**config.mk**
```make
export PLATFORM = sky130hd
export DESIGN_NAME = ivm_top
export DESIGN_NICKNAME = d
export VERILOG_FILES = /design/src/design/ivm_pkg.sv /design/src/design/ivm_req_if.sv /design/src/design/ivm_top.sv /design/src/design/ivm_prio_arb.sv /design/src/design/ivm_addr_dec.sv
export SDC_FILE = /design/constraint.sdc
export NUM_CORES = 1
export LEC_CHECK = 0
export BUFFER_PORTS_ARGS = -buffer_cell sky130_fd_sc_hd__buf_2
export CORE_UTILIZATION = 30
export CTS_CLUSTER_SIZE = 20
export DETAILED_ROUTE_END_ITERATION = 10
export GPL_TIMING_DRIVEN = 0
export PLACE_DENSITY = 0.7
export SYNTH_ARGS = -nofsm -noshare
export SYNTH_HDL_FRONTEND = slang
export SYNTH_SLANG_ARGS = --single-unit
```
**constraint.sdc**
```tcl
create_clock -name clk_i -period 4.7 [get_ports clk_i]
set_input_delay 1.175 -clock clk_i [delete_from_list [all_inputs] [get_ports clk_i]]
set_output_delay 1.175 -clock clk_i [all_outputs]
set_load 0.02 [all_outputs]
```
**src/design/ivm_pkg.sv**
```systemverilog
package ivm_pkg;
  // ---------------------------------------------------------------
  // vector table
  // ---------------------------------------------------------------
  localparam int          NUM_VEC          = 40;
  localparam logic [5:0]  VEC_RESET        = 6'h00;
  localparam logic [5:0]  VEC_NMI_CRC      = 6'h01;
  localparam logic [5:0]  VEC_VOLT_MON     = 6'h02;
  localparam logic [5:0]  VEC_RTC          = 6'h03;
  localparam logic [5:0]  VEC_PERIOD_TMR   = 6'h04;
  localparam logic [5:0]  VEC_CLU          = 6'h05;
  localparam logic [5:0]  VEC_PORT_A       = 6'h06;
  localparam logic [5:0]  VEC_TMRA_OVF     = 6'h07;
  localparam logic [5:0]  VEC_TMRA_UNF     = 6'h08;
  localparam logic [5:0]  VEC_TMRA_CMP0    = 6'h09;
  localparam logic [5:0]  VEC_TMRA_CMP2    = 6'h0B;
  localparam logic [5:0]  VEC_TMRB0_CAPT   = 6'h0C;
  localparam logic [5:0]  VEC_TMRB1_CAPT   = 6'h0D;
  localparam logic [5:0]  VEC_TWP_SLAVE    = 6'h0E;
  localparam logic [5:0]  VEC_TWP_MASTER   = 6'h0F;
  localparam logic [5:0]  VEC_SPP          = 6'h10;
  localparam logic [5:0]  VEC_SER0_RXC     = 6'h11;
  localparam logic [5:0]  VEC_SER0_TXC     = 6'h13;
  localparam logic [5:0]  VEC_PORT_D       = 6'h14;
  localparam logic [5:0]  VEC_ACMP         = 6'h15;
  localparam logic [5:0]  VEC_CONV_RESRDY  = 6'h16;
  localparam logic [5:0]  VEC_CONV_WCMP    = 6'h17;
  localparam logic [5:0]  VEC_PORT_C       = 6'h18;
  localparam logic [5:0]  VEC_TMRB2_CAPT   = 6'h19;
  localparam logic [5:0]  VEC_PORT_F       = 6'h1D;
  localparam logic [5:0]  VEC_NONVOL_READY = 6'h1E;
  localparam logic [5:0]  VEC_PORT_B       = 6'h22;
  localparam logic [5:0]  VEC_PORT_E       = 6'h23;
  localparam logic [5:0]  VEC_TMRB3_CAPT   = 6'h24;
  localparam logic [5:0]  VEC_LAST         = 6'h27;
  localparam logic [6:0]  VEC_LAST_ADDR_S  = 7'h27;
  localparam logic [6:0]  VEC_LAST_ADDR_L  = 7'h4E;

  // ---------------------------------------------------------------
  // address map
  // ---------------------------------------------------------------
  localparam logic [15:0] BASE_VPORT       = 16'h0000;
  localparam logic [15:0] VPORT_STRIDE     = 16'h0004;
  localparam logic [15:0] BASE_GPR         = 16'h001C;
  localparam logic [15:0] BASE_CORE        = 16'h0030;
  localparam logic [15:0] BASE_RSTCTL      = 16'h0040;
  localparam logic [15:0] BASE_WDOG        = 16'h0100;
  localparam logic [15:0] BASE_SYS_CONFIG  = 16'h0F00;
  localparam logic [15:0] BASE_USER_ROW    = 16'h1300;
  localparam logic [15:0] OFS_PART_REV     = 16'h0001;
  localparam logic [15:0] ADDR_PART_REV    = 16'h0F01;
  localparam logic [7:0]  PART_REV_DEFAULT = 8'h00; // arbitrary value

  typedef enum logic [3:0] {
    IVM_SEL_NONE, IVM_SEL_VPORT, IVM_SEL_GPR, IVM_SEL_CORE, IVM_SEL_RSTCTL,
    IVM_SEL_WDOG, IVM_SEL_SYS_CONFIG, IVM_SEL_USER_ROW
  } ivm_sel_type;
endpackage : ivm_pkg

```
**src/design/ivm_req_if.sv**
```systemverilog
`timescale 1ns/10ps
`default_nettype none
interface ivm_req_if;
  logic [ivm_pkg::NUM_VEC-1:0] req;
  logic                        valid;
  logic [5:0]                  vec_num;
  modport src (output req, input valid, input vec_num);
  modport arb (input req, output valid, output vec_num);
endinterface : ivm_req_if
`default_nettype wire

```
**src/design/ivm_top.sv**
```systemverilog
`timescale 1ns/10ps
`default_nettype none
module ivm_top (
  input  wire logic                        clk_i,
  input  wire logic                        rstn_i,
  input  wire logic [ivm_pkg::NUM_VEC-1:0] irq_event_i,
  input  wire logic [ivm_pkg::NUM_VEC-1:0] irq_flag_clr_i,
  input  wire logic [ivm_pkg::NUM_VEC-1:0] irq_enable_wr_i,
  input  wire logic [ivm_pkg::NUM_VEC-1:0] irq_enable_wdata_i,
  input  wire logic                        global_irq_en_i,
  input  wire logic                        big_prog_mem_i,
  input  wire logic [7:0]                  part_rev_strap_i,
  input  wire logic [15:0]                 core_addr_i,
  input  wire logic                        core_rd_i,
  input  wire logic                        core_wr_i,
  output logic [ivm_pkg::NUM_VEC-1:0]      irq_flag_reg_o,
  output logic [ivm_pkg::NUM_VEC-1:0]      irq_enable_reg_o,
  output logic [ivm_pkg::NUM_VEC-1:0]      irq_req_o,
  output logic                             core_irq_o,
  output logic [5:0]                       core_vec_num_o,
  output logic [6:0]                       core_vec_addr_o,
  output ivm_pkg::ivm_sel_type             core_sel_o,
  output logic [2:0]                       core_vport_idx_o,
  output logic [7:0]                       core_rdata_o,
  output logic                             core_rvalid_o
);
  import ivm_pkg::*;

  // ---------------------------------------------------------------
  // flags and enables
  // ---------------------------------------------------------------
  logic [NUM_VEC-1:0] irq_flag_reg_r, irq_flag_reg_nxt;
  logic [NUM_VEC-1:0] irq_enable_reg_r, irq_enable_reg_nxt;
  logic [NUM_VEC-1:0] req_w;

  // vector 0 is the reset entry: never a flag source
  generate
    for (genvar g = 0; g < NUM_VEC; g++) begin : g_src
      always_comb begin
        if (g == 0) begin
          irq_flag_reg_nxt[g]   = 1'b0;
          irq_enable_reg_nxt[g] = 1'b0;
        end else begin
          // set beats clear in the same cycle
          irq_flag_reg_nxt[g] = irq_event_i[g] | (irq_flag_reg_r[g] & ~irq_flag_clr_i[g]);
          irq_enable_reg_nxt[g] = irq_enable_wr_i[g] ? irq_enable_wdata_i[g]
                                                     : irq_enable_reg_r[g];
        end
      end
      // crc-scan nmi ignores enables and the global enable
      assign req_w[g] = (g == 1) ? irq_flag_reg_r[g]
                                 : (irq_flag_reg_r[g] & irq_enable_reg_r[g] & global_irq_en_i);
    end
  endgenerate

  always_ff @(posedge clk_i or negedge rstn_i) begin
    if (!rstn_i) begin
      irq_flag_reg_r   <= '0;
      irq_enable_reg_r <= '0;
    end else begin
      irq_flag_reg_r   <= irq_flag_reg_nxt;
      irq_enable_reg_r <= irq_enable_reg_nxt;
    end
  end

  assign irq_flag_reg_o   = irq_flag_reg_r;
  assign irq_enable_reg_o = irq_enable_reg_r;
  assign irq_req_o        = req_w;

  // ---------------------------------------------------------------
  // vector selection
  // ---------------------------------------------------------------
  // source index equals vector number, so the table order is the
  // wiring order of irq_event_i
  ivm_req_if arb_bus ();
  assign arb_bus.req = req_w;
  ivm_prio_arb u_arb (
    .port_a (arb_bus)
  );

  logic [5:0] vec_num_r, vec_num_nxt;
  logic [6:0] vec_addr_r, vec_addr_nxt;
  logic       core_irq_r, core_irq_nxt;

  always_comb begin
    core_irq_nxt = arb_bus.valid;
    vec_num_nxt  = arb_bus.vec_num;
    // program memory above 8 KB uses two-word vector slots
    vec_addr_nxt = big_prog_mem_i ? {arb_bus.vec_num, 1'b0}
                                  : {1'b0, arb_bus.vec_num};
  end

  always_ff @(posedge clk_i or negedge rstn_i) begin
    if (!rstn_i) begin
      core_irq_r <= 1'b0;
      vec_num_r  <= 6'h00;
      vec_addr_r <= 7'h00;
    end else begin
      core_irq_r <= core_irq_nxt;
      vec_num_r  <= vec_num_nxt;
      vec_addr_r <= vec_addr_nxt;
    end
  end

  assign core_irq_o      = core_irq_r;
  assign core_vec_num_o  = vec_num_r;
  assign core_vec_addr_o = vec_addr_r;

  // ---------------------------------------------------------------
  // address decode and revision register
  // ---------------------------------------------------------------
  ivm_sel_type sel_w;
  logic [2:0]  vport_idx_w;

  ivm_addr_dec u_dec (
    .addr_i      (core_addr_i),
    .sel_o       (sel_w),
    .vport_idx_o (vport_idx_w)
  );

  assign core_sel_o       = sel_w;
  assign core_vport_idx_o = vport_idx_w;

  // strap caught on the first clock after reset release
  logic [7:0] part_revision_r, part_revision_nxt;
  logic       rev_loaded_r, rev_loaded_nxt;
  logic [7:0] rdata_r, rdata_nxt;
  logic       rvalid_r, rvalid_nxt;

  always_comb begin
    rev_loaded_nxt    = 1'b1;
    // core writes never touch the revision
    part_revision_nxt = rev_loaded_r ? part_revision_r : part_rev_strap_i;
    rvalid_nxt        = core_rd_i;
    rdata_nxt         = 8'h00;
    if (core_rd_i && core_addr_i == BASE_SYS_CONFIG + OFS_PART_REV) begin
      rdata_nxt = part_revision_r;
    end
  end

  always_ff @(posedge clk_i or negedge rstn_i) begin
    if (!rstn_i) begin
      part_revision_r <= PART_REV_DEFAULT;
      rev_loaded_r    <= 1'b0;
      rdata_r         <= 8'h00;
      rvalid_r        <= 1'b0;
    end else begin
      part_revision_r <= part_revision_nxt;
      rev_loaded_r    <= rev_loaded_nxt;
      rdata_r         <= rdata_nxt;
      rvalid_r        <= rvalid_nxt;
    end
  end

  assign core_rdata_o  = rdata_r;
  assign core_rvalid_o = rvalid_r;

  // ---------------------------------------------------------------
  // checks
  // ---------------------------------------------------------------
  flag_set_a: assert property (@(posedge clk_i) disable iff (!rstn_i)
    irq_event_i[5] |=> irq_flag_reg_o[5])
    else $error("event did not set flag");
  flag_hold_a: assert property (@(posedge clk_i) disable iff (!rstn_i)
    irq_flag_reg_o[9] && !irq_flag_clr_i[9] |=> irq_flag_reg_o[9])
    else $error("flag dropped");
  req_and_a: assert property (@(posedge clk_i) disable iff (!rstn_i)
    irq_req_o[7] == (irq_flag_reg_o[7] && irq_enable_reg_o[7] && global_irq_en_i))
    else $error("req mismatch");
  enable_wr_a: assert property (@(posedge clk_i) disable iff (!rstn_i)
    irq_enable_wr_i[3] |=> irq_enable_reg_o[3] == $past(irq_enable_wdata_i[3]))
    else $error("enable write lost");
  global_gate_a: assert property (@(posedge clk_i) disable iff (!rstn_i)
    !global_irq_en_i |-> (irq_req_o & ~40'h00_0000_0002) == '0)
    else $error("req without global enable");
  nmi_bypass_a: assert property (@(posedge clk_i) disable iff (!rstn_i)
    irq_flag_reg_o[VEC_NMI_CRC] |-> irq_req_o[VEC_NMI_CRC])
    else $error("nmi request missing");
  reset_vec_a: assert property (@(posedge clk_i) disable iff (!rstn_i)
    !irq_flag_reg_o[VEC_RESET] && !irq_req_o[VEC_RESET])
    else $error("reset vector raised");
  vec_addr_a: assert property (@(posedge clk_i) disable iff (!rstn_i)
    core_irq_o |-> core_vec_addr_o == ($past(big_prog_mem_i) ? 7'(core_vec_num_o) * 7'h02
                                                            : 7'(core_vec_num_o)))
    else $error("bad vector address");
  last_vec_a: assert property (@(posedge clk_i) disable iff (!rstn_i)
    core_irq_o && core_vec_num_o == VEC_LAST |->
      core_vec_addr_o == ($past(big_prog_mem_i) ? VEC_LAST_ADDR_L : VEC_LAST_ADDR_S))
    else $error("bad last vector address");
  lowest_vec_a: assert property (@(posedge clk_i) disable iff (!rstn_i)
    irq_req_o[2] |=> core_irq_o && core_vec_num_o <= 6'h02)
    else $error("not lowest vector");
  timer_vec_a: assert property (@(posedge clk_i) disable iff (!rstn_i)
    irq_req_o[VEC_PERIOD_TMR] && irq_req_o[VEC_PERIOD_TMR-1:0] == '0 |=> core_vec_num_o == VEC_PERIOD_TMR)
    else $error("periodic timer vector");
  tmra_vec_a: assert property (@(posedge clk_i) disable iff (!rstn_i)
    irq_req_o[VEC_TMRA_OVF] && irq_req_o[VEC_TMRA_OVF-1:0] == '0 |=> core_vec_num_o == VEC_TMRA_OVF)
    else $error("type-a timer vector");
  ser_vec_a: assert property (@(posedge clk_i) disable iff (!rstn_i)
    irq_req_o[VEC_SER0_RXC] && irq_req_o[VEC_SER0_RXC-1:0] == '0 |=> core_vec_num_o == VEC_SER0_RXC)
    else $error("serial port vector");
  pin_vec_a: assert property (@(posedge clk_i) disable iff (!rstn_i)
    irq_req_o[VEC_PORT_D] && irq_req_o[VEC_PORT_D-1:0] == '0 |=> core_vec_num_o == VEC_PORT_D)
    else $error("pin-change vector");
  conv_vec_a: assert property (@(posedge clk_i) disable iff (!rstn_i)
    irq_req_o[VEC_CONV_RESRDY] && irq_req_o[VEC_CONV_RESRDY-1:0] == '0 |=> core_vec_num_o == VEC_CONV_RESRDY)
    else $error("converter vector");
  spi_vec_a: assert property (@(posedge clk_i) disable iff (!rstn_i)
    irq_req_o[VEC_SPP] && irq_req_o[VEC_SPP-1:0] == '0 |=> core_vec_num_o == VEC_SPP)
    else $error("spi vector");
  rev_read_a: assert property (@(posedge clk_i) disable iff (!rstn_i)
    core_rd_i && core_addr_i == ADDR_PART_REV |=> core_rdata_o == $past(part_revision_r))
    else $error("bad revision read");
  rev_ro_a: assert property (@(posedge clk_i) disable iff (!rstn_i)
    rev_loaded_r |=> $stable(part_revision_r))
    else $error("revision changed");
  rev_wr_a: assert property (@(posedge clk_i) disable iff (!rstn_i)
    core_wr_i && core_addr_i == ADDR_PART_REV && rev_loaded_r |=> $stable(part_revision_r))
    else $error("revision written");
  wdog_dec_a: assert property (@(posedge clk_i) disable iff (!rstn_i)
    core_addr_i == BASE_WDOG |-> core_sel_o == IVM_SEL_WDOG)
    else $error("watchdog decode");
  core_dec_a: assert property (@(posedge clk_i) disable iff (!rstn_i)
    core_addr_i == BASE_CORE |-> core_sel_o == IVM_SEL_CORE)
    else $error("core decode");
  user_row_dec_a: assert property (@(posedge clk_i) disable iff (!rstn_i)
    core_addr_i == BASE_USER_ROW |-> core_sel_o == IVM_SEL_USER_ROW)
    else $error("user row decode");
  gpr_dec_a: assert property (@(posedge clk_i) disable iff (!rstn_i)
    core_addr_i == BASE_GPR |-> core_sel_o == IVM_SEL_GPR)
    else $error("gpr decode");
  vport_dec_a: assert property (@(posedge clk_i) disable iff (!rstn_i)
    core_sel_o == IVM_SEL_VPORT |-> core_vport_idx_o == core_addr_i[4:2])
    else $error("virtual port index");
  sys_cfg_dec_a: assert property (@(posedge clk_i) disable iff (!rstn_i)
    core_addr_i == ADDR_PART_REV |-> core_sel_o == IVM_SEL_SYS_CONFIG)
    else $error("system config decode");
endmodule // ivm_top
`default_nettype wire

```
**src/design/ivm_prio_arb.sv**
```systemverilog
`timescale 1ns/10ps
`default_nettype none
module ivm_prio_arb (
  ivm_req_if.arb port_a
);
  import ivm_pkg::*;
  // lowest index wins
  always_comb begin
    port_a.valid   = 1'b0;
    port_a.vec_num = 6'h00;
    for (int i = NUM_VEC - 1; i >= 0; i--) begin
      if (port_a.req[i]) begin
        port_a.valid   = 1'b1;
        port_a.vec_num = 6'(i);
      end
    end
  end
endmodule // ivm_prio_arb
`default_nettype wire

```
**src/design/ivm_addr_dec.sv**
```systemverilog
`timescale 1ns/10ps
`default_nettype none
module ivm_addr_dec (
  input  wire logic [15:0]          addr_i,
  output ivm_pkg::ivm_sel_type      sel_o,
  output logic [2:0]                vport_idx_o
);
  import ivm_pkg::*;
  always_comb begin
    sel_o       = IVM_SEL_NONE;
    vport_idx_o = 3'h0;
    if (addr_i < 16'h0018) begin
      sel_o       = IVM_SEL_VPORT;
      vport_idx_o = 3'(addr_i / VPORT_STRIDE);
    end else if (addr_i >= BASE_GPR && addr_i < BASE_GPR + 16'h0004) begin
      sel_o = IVM_SEL_GPR;
    end else if (addr_i >= BASE_CORE && addr_i < BASE_RSTCTL) begin
      sel_o = IVM_SEL_CORE;
    end else if (addr_i >= BASE_RSTCTL && addr_i < BASE_RSTCTL + 16'h0010) begin
      sel_o = IVM_SEL_RSTCTL;
    end else if (addr_i >= BASE_WDOG && addr_i < BASE_WDOG + 16'h0010) begin
      sel_o = IVM_SEL_WDOG;
    end else if (addr_i >= BASE_SYS_CONFIG && addr_i < BASE_SYS_CONFIG + 16'h0100) begin
      sel_o = IVM_SEL_SYS_CONFIG;
    end else if (addr_i >= BASE_USER_ROW && addr_i < BASE_USER_ROW + 16'h0040) begin
      sel_o = IVM_SEL_USER_ROW;
    end
  end
endmodule // ivm_addr_dec
`default_nettype wire

```
**Word level (Yosys, flattened, before mapping)**

Cells that the tools add are included.

- Register bits after elaboration: 110
- Input port bits: 190
- Output and inout port bits: 150
- Word-level logic and storage cells: 349

- Order comparisons: 13
- Equality and inequality tests: 1
- Multiplexer cells: 88
- Bitwise operators: 193
- Reduce and logical (&&, ||, !) cells: 7

Operators with widths:

| kind | number |
|---|---|
| 6-bit two-way mux | 39 |
| 1-bit AND | 115 |
| 1-bit two-way mux | 39 |
| 1-bit NOT | 39 |
| 1-bit bitwise OR | 39 |
| 16-bit by 13-bit less-than comparator with 1-bit output, second input constant | 2 |
| 16-bit by 7-bit less-than comparator with 1-bit output, second input constant | 2 |
| 4-bit two-way mux | 6 |
| 16-bit by 12-bit equality test with 1-bit output, second input constant | 1 |
| 16-bit by 12-bit greater-or-equal comparator with 1-bit output, second input constant | 1 |
| 16-bit by 13-bit greater-or-equal comparator with 1-bit output, second input constant | 1 |
| 16-bit by 5-bit greater-or-equal comparator with 1-bit output, second input constant | 1 |
| 16-bit by 6-bit greater-or-equal comparator with 1-bit output, second input constant | 1 |
| 16-bit by 7-bit greater-or-equal comparator with 1-bit output, second input constant | 1 |
| 16-bit by 9-bit greater-or-equal comparator with 1-bit output, second input constant | 1 |
| 16-bit by 5-bit less-than comparator with 1-bit output, second input constant | 1 |
| 16-bit by 6-bit less-than comparator with 1-bit output, second input constant | 1 |
| 16-bit by 9-bit less-than comparator with 1-bit output, second input constant | 1 |
| 8-bit two-way mux | 1 |
| 1-bit logical AND | 7 |
| 7-bit two-way mux | 1 |
| 3-bit two-way mux | 2 |

**Logic depth before layout (Yosys ltp)**

- Depth after elaboration: 42
- Gate-level depth with buffers: 8
- Gate-level depth less buffers: 7

**By module**

From an unflattened synthesis, not the netlist that was laid out.

- Cells, all modules: 437
- Area total of the unflattened synthesis: 5048.6 um2

Modules (own cells, without submodules):

| module | instances | cells an instance | area an instance (um2) | sequential area each (um2) |
|---|---|---|---|---|
| ivm_top | 1 | 317 | 4282.9 | 2752.6 |
| ivm_prio_arb | 1 | 87 | 495.5 | 0.0 |
| ivm_addr_dec | 1 | 33 | 270.3 | 0.0 |

**Worst setup path after synthesis**

OpenSTA, ideal clock, no wires.

- Path kind: input to output
- From: in core_addr_i[13]
- To: out core_sel_o[2]
- Data arrival time: 2101 ps
- Required time: 3525 ps
- Path slack: 1424 ps
- Cell stages on the path: 3
- Buffers on the path: 0
- Cells stage by stage: nor3_1 -> nand3_1 -> o31ai_1

- Word-level cells in the longest chain between the ends: 9
- Elaborated cells between the ends (all ways): 26
- Classes of those cells: 13 x order compare; 7 x mux; 6 x reduce/logical

RTL lines:

| item | line | source |
|---|---|---|
| start: declaration | ivm_top.sv:13 | `input wire logic [15:0] core_addr_i,` |
| 16-bit by 13-bit greater-or-equal comparator with 1-bit output / 16-bit by 13-bit less-than comparator with 1-bit output (equally long branches) | ivm_addr_dec.sv:25 | `end else if (addr_i >= BASE_USER_ROW && addr_i < BASE_USER_ROW + 16'h0040) begin` |
| 1-bit logical AND | ivm_addr_dec.sv:25 |  |
| 3-bit two-way mux | ivm_addr_dec.sv:25 |  |
| 4-bit two-way mux | ivm_addr_dec.sv:23 | `end else if (addr_i >= BASE_SYS_CONFIG && addr_i < BASE_SYS_CONFIG + 16'h0100) begin` |
| 4-bit two-way mux | ivm_addr_dec.sv:21 | `end else if (addr_i >= BASE_WDOG && addr_i < BASE_WDOG + 16'h0010) begin` |
| 4-bit two-way mux | ivm_addr_dec.sv:19 | `end else if (addr_i >= BASE_RSTCTL && addr_i < BASE_RSTCTL + 16'h0010) begin` |
| 4-bit two-way mux | ivm_addr_dec.sv:17 | `end else if (addr_i >= BASE_CORE && addr_i < BASE_RSTCTL) begin` |
| 4-bit two-way mux | ivm_addr_dec.sv:15 | `end else if (addr_i >= BASE_GPR && addr_i < BASE_GPR + 16'h0004) begin` |
| 4-bit two-way mux * | ivm_addr_dec.sv:12 | `if (addr_i < 16'h0018) begin` |
| end: declaration | ivm_top.sv:22 | `output ivm_pkg::ivm_sel_type core_sel_o,` |

Every way passes the cells marked *; elsewhere a longest branch is shown, timed or not.

**Worst setup path in the final report**

- From: in global_irq_en_i
- To: out irq_req_o[34] (netlist bit)

- Word-level cells in the longest chain between the ends: 1

RTL lines:

| item | line | source |
|---|---|---|
| start: declaration | ivm_top.sv:10 | `input wire logic global_irq_en_i,` |
| 1-bit AND | ivm_top.sv:52 | `: (irq_flag_reg_r[g] & irq_enable_reg_r[g] & global_irq_en_i);` |
| end: declaration | ivm_top.sv:18 | `output logic [ivm_pkg::NUM_VEC-1:0] irq_req_o,` |

Every way passes these cells.

==> impl_results.md <==
- Layout Utilization: 0.443
- Post-synthesis cell area: 5090 µm²
- Static leakage power: 4.08 nW
- Vias post-DR: 4804
- Share of the yosys chip area belonging to registers: 0.541
- Combinational share of power: 0.234
- Number of search-and-repair iterations in the first detailed-routing pass: 5
- Ys async rst share: 1.00
- Worst slew slack as a fraction of its limit: 0.432
- Final Cycle Share: 0.842
- Clock buffers created by TritonCTS: 9
- Gate Count Post-Synth: 468
- Worst setup timing slack at the placement stage: 706 ps
- Hold Fails Final Rpt: 0
- Slew at the pin with the worst max-slew slack: 852 ps
- Top achievable clock speed: 253 MHz
- Antenna diode count: 0
- Detailed Route WL: 16.3 mm
- Source of the worst register-to-register timing path: irq_flag_reg_o[22]$_DFF_PN0_
- GRT met3 Usage: 0.0396
- Die height: 132 µm
- Worst-case reg-to-reg path depth: 6
- Cell internal power dissipation: approximately 1.6 mW
- Pin count of the biggest net entering global routing: 64
- Maximum vdd ir drop: 0.194 mV
- Number of max-capacitance violations reported: 0
- Hold Path Depth: 1
- # DRC: 0
- Part of the power in registers: 0.458
- Critical Path AT: 2780 ps
- Number of global-route vias before repair: 4664
- Routability congestion estimate from global placement: 0.814
- Met1 capacity usage during global routing: 0.232
- Die footprint: 17500 µm²
- Post CTS Setup Buffer Count: 0
- PD cells: 324 nW/µm²
- Final setup violation count: 0
- Wire length of the first global-routing pass: 24.8 mm
- Min setup slack post-route: 743 ps
- Setup repair after global routing missed its margin: no
- Category of the critical setup timing path: primary input to primary output
- CP endpoint kind: primary output
- Number of H-tree branching levels: 3
- Most common library cell in the layout ignoring fill and taps: sky130_fd_sc_hd__buf_2
- All-layer global routing usage: 0.185
- Core Region: 16600 µm²
- Switching power total: between 0.7 and 0.8 mW
- Required time of the worst setup path: 3520 ps
- Remaining antenna violation count: 0
- Clk pwr share: 0.308
- Fill cell count: 1652
- Fraction of power spent switching nets: 0.314
- CP Launch Type: primary input
- Post-route cell area: between 7000 and 8000 µm²
- Min-Delay Endpoint: core_rdata_o[1]$_DFF_PN0_
- DP Area: ~7000 µm²
- # IOs: 340
- Met2 GRT Util: 0.324
- Port-buffer cells: 329
- CP Max Fanout: 10
- EDFF count, synth: 0
- Worst hold path class: flip-flop to flip-flop
- Post-synth cell types: 55
- DRC marker count from the first detailed-route iteration: 194
- Post-synthesis sequential element count: 110
- Clock tree from TritonCTS: built
- Post-CTS Resized: 0
- Root buffer selected by CTS: sky130_fd_sc_hd__clkbuf_16
- Post-layout minimum cycle time: 3960 ps
- Share of layout cells above drive strength 1: 0.504
- Post-DP HPWL: ~13 mm
- Standard-cell rows: 47
- Final number of max-transition violations: 0
- Insertion delay of the later-clocked pin in the worst-skew pair: between 300 and 400 ps
- Reg clk slew, reported paths: 80 ps
- Routed length per placed instance: 15.7 µm
- Result of the run: completed
- Die span in x: around 130 µm
- Area growth from synthesis to layout: 44.3%
- Worst-case clock skew: 8.87 ps
- GRT Max-Usage Layer: met2
- Clock sinks: 110
- Mean instance size in the synthesized netlist: between 10 and 15 µm²
- Total of hold buffers inserted after clock tree synthesis: 0
- Endpoint of the most critical register-to-register path: core_vec_addr_o[4]$_DFF_PN0_
- Number of vias per cell: 4.63
- Number of warnings issued by yosys: 0
- Maximum root-to-sink buffer count: 2
- Commonest non-fill, non-tap cells in the layout: sky130_fd_sc_hd__buf_2 (333), sky130_fd_sc_hd__dfrtp_1 (110), sky130_fd_sc_hd__inv_1 (51)
- Nets: 1002
- Total negative slack: 0 ps
- Initial Util: 0.307
- Hold path startpoint: part_revision_r[1]$_DFFE_PN0N_
- Dominant synthesized flop cell: sky130_fd_sc_hd__dfrtp_1
- GRT Residual Overflow: 0
- Antenna violations before repair: 1
- Worst reg2reg setup slack: 2550 ps
## worst max-delay path by stage
| stage | from | to | slack, ps | cells after the start |
|---|---|---|---|---|
| 2_1_floorplan | core_addr_i[13] | core_sel_o[2] | 1420 | 3 |
| 3_3_place_gp | global_irq_en_i | irq_req_o[34] | 720 | 5 |
| 3_5_place_dp | global_irq_en_i | irq_req_o[34] | 710 | 5 |
| 4_1_cts | global_irq_en_i | irq_req_o[34] | 730 | 5 |
| 5_1_grt | global_irq_en_i | irq_req_o[34] | 680 | 5 |
| 6_report | global_irq_en_i | irq_req_o[34] | 740 | 5 |
## stage by stage
step,cells,hold slack [ps],power (mW)
after floorplan,471,447,1.40
after global placement,1020,453,1.66
after detailed placement,1021,462,1.67
after CTS,1037,478,2.42
after global routing,1037,500,2.50
final,1037,475,2.38
## cell type report
cell class                 instances  area (µm²)  share of cell area
sequential                       110        2750               0.375
multi-input combinational        295        2070               0.282
timing repair buffer             330        1680               0.228
tap                              220         275              0.0375
clock buffer                      10         239              0.0326
inverter                          52         195              0.0266
buffer                            14        77.6              0.0106
clock inverter                     6        52.6             0.00716
## power groups by stage
stage / combinational (mW) / sequential [mW] / clock [mW]
floorplan: 0.225 / 1.17 / 0
global placement: 0.553 / 1.11 / 0
detailed placement: 0.560 / 1.11 / 0
CTS: 0.563 / 1.09 / 0.767
global route: 0.603 / 1.10 / 0.792
finish: 0.557 / 1.09 / 0.733
## registers in the layout (all words and copies together) (netlist names)
name / count
irq_enable_reg_o: 39
core_irq_o: 1
core_rdata_o: 8
core_rvalid_o: 1
core_vec_num_o: 6
part_revision_r: 8
core_vec_addr_o: 7
rev_loaded_r: 1
irq_flag_reg_o: 39
## layer usage
metal	up-vias	part of all wire
met5	-	0.00049
met1	2280	0.43
li1	2317	-
met4	2	0.012
met3	16	0.058
met2	189	0.50
## synth_stat cells (all sizes together), types with 2 or more instances
cell type / count / area, µm²
o31ai: 4 / 30.0
a211oi: 2 / 15.0
nand2: 29 / 109
buf: 12 / 70.1
o41ai: 2 / 25.0
inv: 52 / 195
a22oi: 9 / 67.6
a22o: 8 / 70.1
clkbuf: 2 / 7.51
nor2b: 2 / 12.5
a2111oi: 2 / 36.3
nand4: 3 / 18.8
conb: 2 / 7.51
o2111ai: 2 / 17.5
and2: 18 / 115
nor3: 3 / 15.0
nand3: 15 / 75.1
a222oi: 2 / 20.0
a21oi: 17 / 85.1
nor3b: 2 / 15.0
o211ai: 4 / 30.0
dfrtp: 110 / 2750
nor2: 29 / 109
o21ai: 8 / 40.0
and3: 19 / 120
mux2: 51 / 574
a21o: 41 / 309
## kinds of logic after synthesis
| group | after synthesis | share of synthesized area |
|---|---|---|
| compound gates | 111 | 0.163 |
| xor+xnor | 1 | 0.00172 |
| buf+inv | 66 | 0.0536 |
| flops | 110 | 0.541 |
| mux | 51 | 0.113 |
| other cells | 2 | 0.00148 |
| simple gates | 127 | 0.126 |
## critical path: stages
cell                       delay (ps)
sky130_fd_sc_hd__buf_2            160
sky130_fd_sc_hd__buf_2            280
sky130_fd_sc_hd__clkbuf_1         680
sky130_fd_sc_hd__and3_2           310
sky130_fd_sc_hd__buf_2            160
No activity file was read; power rests on OpenSTA's default activity.
